### config.mk
export PLATFORM = sky130hd
export DESIGN_NAME = lpmc_ctrl
export DESIGN_NICKNAME = d
export VERILOG_FILES = /design/src/lpmc_ctrl.v /design/src/lpmc_mode_limit.v
export VERILOG_INCLUDE_DIRS = /design/src /design/src/shared
export SDC_FILE = /design/constraint.sdc
export NUM_CORES = 1
export LEC_CHECK = 0
export ABC_AREA = 1
export BUFFER_PORTS_ARGS = -buffer_cell sky130_fd_sc_hd__buf_4
export CORE_MARGIN = 10
export CORE_UTILIZATION = 40
export CTS_BUF_LIST = sky130_fd_sc_hd__clkbuf_4 sky130_fd_sc_hd__clkbuf_8
export DETAILED_ROUTE_END_ITERATION = 12
export PLACE_DENSITY = 0.74
export REMOVE_ABC_BUFFERS = 1
export SYNTH_ARGS = -nofsm -noshare
export SYNTH_HDL_FRONTEND = slang
export SYNTH_SLANG_ARGS = --single-unit
### constraint.sdc
create_clock -name clk_sys_i -period 3.4 [get_ports clk_sys_i]
set_input_delay 0.34 -clock clk_sys_i [delete_from_list [all_inputs] [get_ports clk_sys_i]]
set_output_delay 0.34 -clock clk_sys_i [all_outputs]
set_load 0.02 [all_outputs]
### src/shared/lpmc_consts.vh
`ifndef LPMC_CONSTS_VH
`define LPMC_CONSTS_VH
// mode encodings
`define LPMC_MODE_W 3
`define LPMC_MODE_ACTIVE 3'h0
`define LPMC_MODE_SL0 3'h1
`define LPMC_MODE_SL1 3'h2
`define LPMC_MODE_SL2 3'h3
`define LPMC_MODE_SL3 3'h4
`define LPMC_MODE_SL4 3'h5
`define LPMC_MODE_RTC_SD 3'h6
`define LPMC_MODE_FULL_SD 3'h7
// wake source vector bit positions
`define LPMC_WAKE_W 4
`define LPMC_WAKE_LF 0
`define LPMC_WAKE_RTC 1
`define LPMC_WAKE_PIN 2
`define LPMC_WAKE_COMP 3
// peripheral clock frequency threshold in hz
`define LPMC_LF_LIMIT_HZ 50000
// shared ram geometry in bytes
`define LPMC_RAM_BYTES 8192
`define LPMC_SHARED_BYTES 4096
`endif

### src/lpmc_ctrl.v
// Overview of operation
// - one active mode plus seven software-selected low-power modes.
// - interrupt wakes sleep levels zero and one, or two to four with an enabled wake source, so CPU can service it.
// - return from interrupt resumes the low-power mode held before wake.
// - rtc-only and full shutdown switch core supply off; no retention.
// - sleep level four keeps low-frequency clocks when a peripheral requests them.
// - vector accelerator runs only in active or sleep level zero.
// - accelerator uses shared 4KB of 8KB ram, also usable by application.
// - cpu and accelerator run independently; shared ram accesses are arbitrated.
// - unsupported request enters the nearest mode supporting peripheral clock state.
// - peripheral clock above 50 kHz is high-frequency, else low-frequency.
`include "lpmc_consts.vh"
module lpmc_ctrl
#(
    parameter RAM_AW = 13
)
(
    // clock and reset
    input wire clk_sys_i,
    input wire rst_i,
    // cpu mode request and interrupt return
    input wire mode_req_i,
    input wire [2:0] mode_sel_i,
    input wire irq_i,
    input wire reti_i,
    // wake sources from pins, async
    input wire [3:0] wake_src_i,
    // peripheral clock demand
    input wire [31:0] periph_freq_hz_i,
    input wire periph_clk_active_i,
    input wire periph_unclocked_i,
    input wire lf_clk_req_i,
    // accelerator
    input wire accel_start_i,
    input wire accel_done_i,
    input wire accel_ram_req_i,
    input wire [RAM_AW-1:0] accel_ram_addr_i,
    // cpu ram access
    input wire cpu_ram_req_i,
    input wire [RAM_AW-1:0] cpu_ram_addr_i,
    // status and gates
    output reg [2:0] mode_o,
    output reg main_clk_en_o,
    output reg sub_main_clk_en_o,
    output reg aux_clk_en_o,
    output reg lf_crystal_en_o,
    output reg vlo_osc_en_o,
    output reg core_supply_en_o,
    output reg cpu_run_o,
    output reg accel_active_o,
    output wire accel_ram_gnt_o,
    output wire cpu_ram_gnt_o,
    output wire accel_addr_err_o,
    output reg wake_o
);
    localparam ST_RUN = 2'h0;
    localparam ST_SLEEP = 2'h1;
    localparam ST_ISR = 2'h2;
    localparam ST_SD = 2'h3;
    localparam integer SHARED_BASE_INT = `LPMC_RAM_BYTES - `LPMC_SHARED_BYTES;
    localparam [RAM_AW-1:0] SHARED_BASE = SHARED_BASE_INT[RAM_AW-1:0];

    reg [1:0] st_r;
    reg [1:0] st_nxt;
    reg [2:0] mode_nxt;
    reg [2:0] saved_r;
    reg [2:0] saved_nxt;
    reg [3:0] wk_s1_r;
    reg [3:0] wk_s2_r;
    reg accel_nxt;
    reg wake_nxt;
    reg arb_last_r;
    wire [2:0] grant_mode;

    lpmc_mode_limit u_limit
    (
        .req_mode_i(mode_sel_i),
        .periph_freq_hz_i(periph_freq_hz_i),
        .periph_clk_active_i(periph_clk_active_i),
        .periph_unclocked_i(periph_unclocked_i),
        .grant_mode_o(grant_mode)
    );

    // per-mode wake source mask
    function [3:0] wake_mask;
        input [2:0] m;
        begin
            case (m)
                `LPMC_MODE_SL0, `LPMC_MODE_SL1: wake_mask = 4'hf;
                `LPMC_MODE_SL2, `LPMC_MODE_SL3: wake_mask = 4'hf;
                `LPMC_MODE_SL4: wake_mask = (4'h1 << `LPMC_WAKE_PIN) |
                    (4'h1 << `LPMC_WAKE_COMP);
                `LPMC_MODE_RTC_SD: wake_mask = (4'h1 << `LPMC_WAKE_RTC) |
                    (4'h1 << `LPMC_WAKE_PIN);
                `LPMC_MODE_FULL_SD: wake_mask = 4'h1 << `LPMC_WAKE_PIN;
                default: wake_mask = 4'h0;
            endcase
        end
    endfunction

    // pins are asynchronous to clk_sys_i
    always @(posedge clk_sys_i)
    begin
        if (rst_i)
        begin
            wk_s1_r <= 4'h0;
            wk_s2_r <= 4'h0;
        end
        else
        begin
            wk_s1_r <= wake_src_i;
            wk_s2_r <= wk_s1_r;
        end
    end

    wire src_wake = |(wk_s2_r & wake_mask(mode_o));
    // levels 0/1 take any interrupt; deeper levels need an enabled source
    wire irq_wake = irq_i && (mode_o <= `LPMC_MODE_SL1 || src_wake);

    always @*
    begin
        st_nxt = st_r;
        mode_nxt = mode_o;
        saved_nxt = saved_r;
        accel_nxt = accel_active_o;
        wake_nxt = 1'b0;
        case (st_r)
            ST_RUN:
            begin
                if (accel_start_i)
                    accel_nxt = 1'b1;
                if (mode_req_i && mode_sel_i != `LPMC_MODE_ACTIVE)
                begin
                    mode_nxt = grant_mode;
                    saved_nxt = grant_mode;
                    if (grant_mode >= `LPMC_MODE_RTC_SD)
                    begin
                        st_nxt = ST_SD;
                        accel_nxt = 1'b0;
                    end
                    else
                    begin
                        st_nxt = ST_SLEEP;
                        if (grant_mode != `LPMC_MODE_SL0)
                            accel_nxt = 1'b0;
                    end
                end
            end
            ST_SLEEP:
            begin
                if (irq_wake)
                begin
                    st_nxt = ST_ISR;
                    mode_nxt = `LPMC_MODE_ACTIVE;
                    wake_nxt = 1'b1;
                end
            end
            ST_ISR:
            begin
                if (accel_start_i)
                    accel_nxt = 1'b1;
                if (reti_i)
                begin
                    st_nxt = ST_SLEEP;
                    mode_nxt = saved_r;
                    if (saved_r != `LPMC_MODE_SL0)
                        accel_nxt = 1'b0;
                end
                else if (mode_req_i && mode_sel_i == `LPMC_MODE_ACTIVE)
                    st_nxt = ST_RUN;
            end
            ST_SD:
            begin
                // no retention: waking restarts from active as if reset
                if (src_wake)
                begin
                    st_nxt = ST_RUN;
                    mode_nxt = `LPMC_MODE_ACTIVE;
                    wake_nxt = 1'b1;
                end
            end
            default:
                st_nxt = ST_RUN;
        endcase
        if (accel_done_i && accel_active_o)
            accel_nxt = 1'b0;
    end

    always @(posedge clk_sys_i)
    begin
        if (rst_i)
        begin
            st_r <= ST_RUN;
            mode_o <= `LPMC_MODE_ACTIVE;
            saved_r <= `LPMC_MODE_ACTIVE;
            accel_active_o <= 1'b0;
            wake_o <= 1'b0;
        end
        else
        begin
            st_r <= st_nxt;
            mode_o <= mode_nxt;
            saved_r <= saved_nxt;
            accel_active_o <= accel_nxt;
            wake_o <= wake_nxt;
        end
    end

    // gates follow the registered mode
    always @(posedge clk_sys_i)
    begin
        if (rst_i)
        begin
            main_clk_en_o <= 1'b1;
            sub_main_clk_en_o <= 1'b1;
            aux_clk_en_o <= 1'b1;
            lf_crystal_en_o <= 1'b1;
            vlo_osc_en_o <= 1'b1;
            core_supply_en_o <= 1'b1;
            cpu_run_o <= 1'b1;
        end
        else
        begin
            main_clk_en_o <= (mode_nxt == `LPMC_MODE_ACTIVE) || accel_nxt;
            sub_main_clk_en_o <= (mode_nxt < `LPMC_MODE_SL2);
            aux_clk_en_o <= (mode_nxt < `LPMC_MODE_SL4);
            lf_crystal_en_o <= (mode_nxt < `LPMC_MODE_SL4) ||
                (mode_nxt == `LPMC_MODE_RTC_SD) ||
                (mode_nxt == `LPMC_MODE_SL4 && lf_clk_req_i);
            vlo_osc_en_o <= (mode_nxt < `LPMC_MODE_SL4) ||
                (mode_nxt == `LPMC_MODE_SL4 && lf_clk_req_i);
            core_supply_en_o <= (mode_nxt < `LPMC_MODE_RTC_SD);
            cpu_run_o <= (mode_nxt == `LPMC_MODE_ACTIVE);
        end
    end

    // shared window is the upper half of system ram
    wire accel_in_win = accel_ram_addr_i >= SHARED_BASE;
    wire cpu_in_win = cpu_ram_addr_i >= SHARED_BASE;
    wire accel_rq = accel_ram_req_i && accel_active_o && accel_in_win;
    wire clash = accel_rq && cpu_ram_req_i && cpu_in_win;
    assign accel_addr_err_o = accel_ram_req_i && accel_active_o && !accel_in_win;
    // round robin on clash so neither side starves
    assign accel_ram_gnt_o = accel_rq && (!clash || !arb_last_r);
    assign cpu_ram_gnt_o = cpu_ram_req_i && (!clash || arb_last_r);

    always @(posedge clk_sys_i)
    begin
        if (rst_i)
            arb_last_r <= 1'b0;
        else if (clash)
            arb_last_r <= !arb_last_r;
    end
endmodule

### src/lpmc_mode_limit.v
`include "lpmc_consts.vh"
// clamps a requested mode to the deepest one the peripherals can tolerate
module lpmc_mode_limit
(
    // request
    input wire [2:0] req_mode_i,
    // peripheral demands
    input wire [31:0] periph_freq_hz_i,
    input wire periph_clk_active_i,
    input wire periph_unclocked_i,
    // result
    output reg [2:0] grant_mode_o
);
    reg hf_need;
    reg lf_need;
    always @*
    begin
        hf_need = periph_clk_active_i && (periph_freq_hz_i > `LPMC_LF_LIMIT_HZ);
        lf_need = periph_clk_active_i && !hf_need;
        grant_mode_o = req_mode_i;
        // shutdown modes reset peripherals; active state keeps us retained
        if (hf_need && req_mode_i > `LPMC_MODE_SL1)
            grant_mode_o = `LPMC_MODE_SL1;
        else if (lf_need && req_mode_i > `LPMC_MODE_SL3)
            grant_mode_o = `LPMC_MODE_SL3;
        else if (periph_unclocked_i && req_mode_i > `LPMC_MODE_SL4)
            grant_mode_o = `LPMC_MODE_SL4;
    end
endmodule

==> metrics.txt <==
Final Routed Wirelength=3940 um; Syn Inst Count=237; antenna cells=0; IO Port Bufs=67; synthesized cell area=0.00154 mm^2; Least-Margin Pin Slew=331 ps; Die Wd=82.1 um; CP Launch Type=register; Final Hold Vio Count=0; utilization after layout=57.9%; Reg clk slew, reported paths=80 ps; clock share of power=14.4%; FFs w/ async S/R, synth=0%; sequential area share after synthesis=33.8%; P_int=673 uW; TNS Setup=0 ps; NetSw=468 uW; clock skew=5.38 ps; Post-Synth XOR/XNOR Area=0%; synth warn=0; Sw Share=41.0%; FF+latch area=520 um^2; largest family of logic cells by synthesized area=simple AND/OR/NAND/NOR gates; min-delay worst type=primary input to register; Layout Nets=384; Avg Inst Size Synth=6.50 um^2; Post-Synth Simple-Gate Area=44.9%; CTS tree=done; most frequent cells in the layout=buf_4, nand2_1, nor2_1; most common cell after layout, fill and taps aside=buf_4; TritonCTS buffer count=3; overall power=1.14 mW; Rows=22; ANT nets after route=0; Ports=92; # fillers=374; max_slew headroom=77.9%; via/cell ratio=4.53; routed vias=1599; DRT iter0 DRCs=80; area occupied by multi-input gates=866 um^2; clk buf depth=2; Setup violations, final=0; Synth Flop Type=dfxtp_1; Die H=82.1 um; clk_lat worst skew=260 ps; GRT Overall Usage=11.8%; Max Slew Vio Count=0; CP Class=register to register; post-cts sizing count=0; vias in the first global route=1527; worst vdd ir=0.000357 V; mux share of post-synthesis cell area=0%; minimum clock period=1760 ps; Cell Pwr Density=534 mW/mm^2; Finished Layout Cells=353; Seq cells post-synth=26; Gate power share=49.2%; worst hold margin=276 ps; max_cap viols=0; Final period util=51.6%; share of cells above drive strength 1=34.1%; distinct cell type count after synthesis=28; Compound-Gate Fraction of Synth Area=11.3%; CTS hold repair buffers=0; root buffer cell=clkbuf_8; post-CTS setup buffer count=0; H-tree lvl count=1; largest net degree at the start of global routing=18; placed insts=350; post-DR wirelength/cell=11.2 um; area grow syn2layout=38.6%; worst path arrival time=1900 ps; Die ar.=0.00674 mm^2; Synth Area in Adders=0%; Sink Count=26; Max FO, Critical Path=7; GRT Residual Overflow=0; Seq pwr share=36.5%; RSZ-0062 raised after global routing=no; Critical Path RT=3550 ps; CP endpoint kind=register; DR DRC count=0; detailed-placement wirelength estimate=3390 um; Initial Util=41.8%; Core ar.=0.00369 mm^2; Post-synth EDFFs=0; GPL Wtd Cong=0.828; Peak Freq=570 MHz; first-pass GRT wire length=6470 um; Leak Pwr=1.07 nW; status=completed; initial antenna violation count=0; drt pass-1 iters=4
==> power groups by stage <==
stage	clock network [mW]	registers (mW)	logic [mW]
after global placement	0	0.423	0.557
after CTS	0.174	0.416	0.565
after detailed placement	0	0.423	0.563
final	0.164	0.416	0.561
after floorplan	0	0.461	0.339
after global routing	0.184	0.424	0.629
==> final cells by class <==
cell class / count / area share, %
tap: 48 / 2.81
multi-input combinational: 170 / 40.5
timing repair buffer: 67 / 23.5
sequential: 26 / 24.4
inverter: 39 / 6.85
clock buffer: 3 / 1.93
==> stage by stage <==
stage	setup WS [ps]	instance area [um^2]
floorplan	1810	1530
global placement	1640	2100
detailed placement	1620	2100
CTS	1660	2140
global route	1500	2140
finish	1640	2140
==> flip-flops by register name (all words and copies together) (netlist names), 2 cells and up <==
| register | flops |
|---|---|
| saved_r | 3 |
| wk_s2_r | 4 |
| wk_s1_r | 4 |
| mode_o | 3 |
| st_r | 2 |
==> critical path, cell delays in order (launching register included) <==
cell	delay, ps
dfxtp_1	500
inv_2	80
nand2_1	70
nand2_1	50
nand2_1	60
nand2_1	50
nand2_2	100
nand3_1	70
nor2_1	130
nor2_1	60
nand2_1	90
inv_1	50
nand3_2	80
nand2_1	80
nand2_1	100
nand3_1	80
==> cell usage after synthesis (2+ instances only) <==
cell type,instances,area share [%]
a21oi_1,10,3.2
o21bai_1,2,0.97
nor2_2,7,2.8
nand3b_1,2,0.97
inv_2,3,0.73
nand3_1,13,4.2
inv_1,35,8.5
o21ai_0,5,1.6
nor2_4,4,2.9
nand3_2,6,3.9
o21ai_1,5,1.6
nor3_1,2,0.65
nand2_1,56,14
dfxtp_1,26,34
nor2_1,40,9.7
nand2_2,9,3.7
==> logic make-up (layout without fill, tap and decap cells) <==
kind of cell | count (synthesis) | in the layout
buf+inv | 41 | 109
simple gates | 143 | 143
flops | 26 | 26
compound gates | 27 | 27
==> path summary, 6_finish.rpt <==
path                       end     startpoint  slack [ps]  depth (start not counted)
setup / recovery  vlo_osc_en_o      mode_o[0]        1640                         15
hold / removal      wk_s1_r[3]  wake_src_i[3]         280                          3
hold reg to reg     wk_s2_r[0]     wk_s1_r[0]         400                          2
setup reg to reg  vlo_osc_en_o      mode_o[0]        1640                         15
==> per-layer routing <==
metal / part of all wire [%] / track usage, %
met4: 0.51 / 2.04
met2: 51 / 21.5
met5: 0 / 0
met3: 7.3 / 3.82
met1: 41 / 13.2
Power figures use the tool's default switching activity.
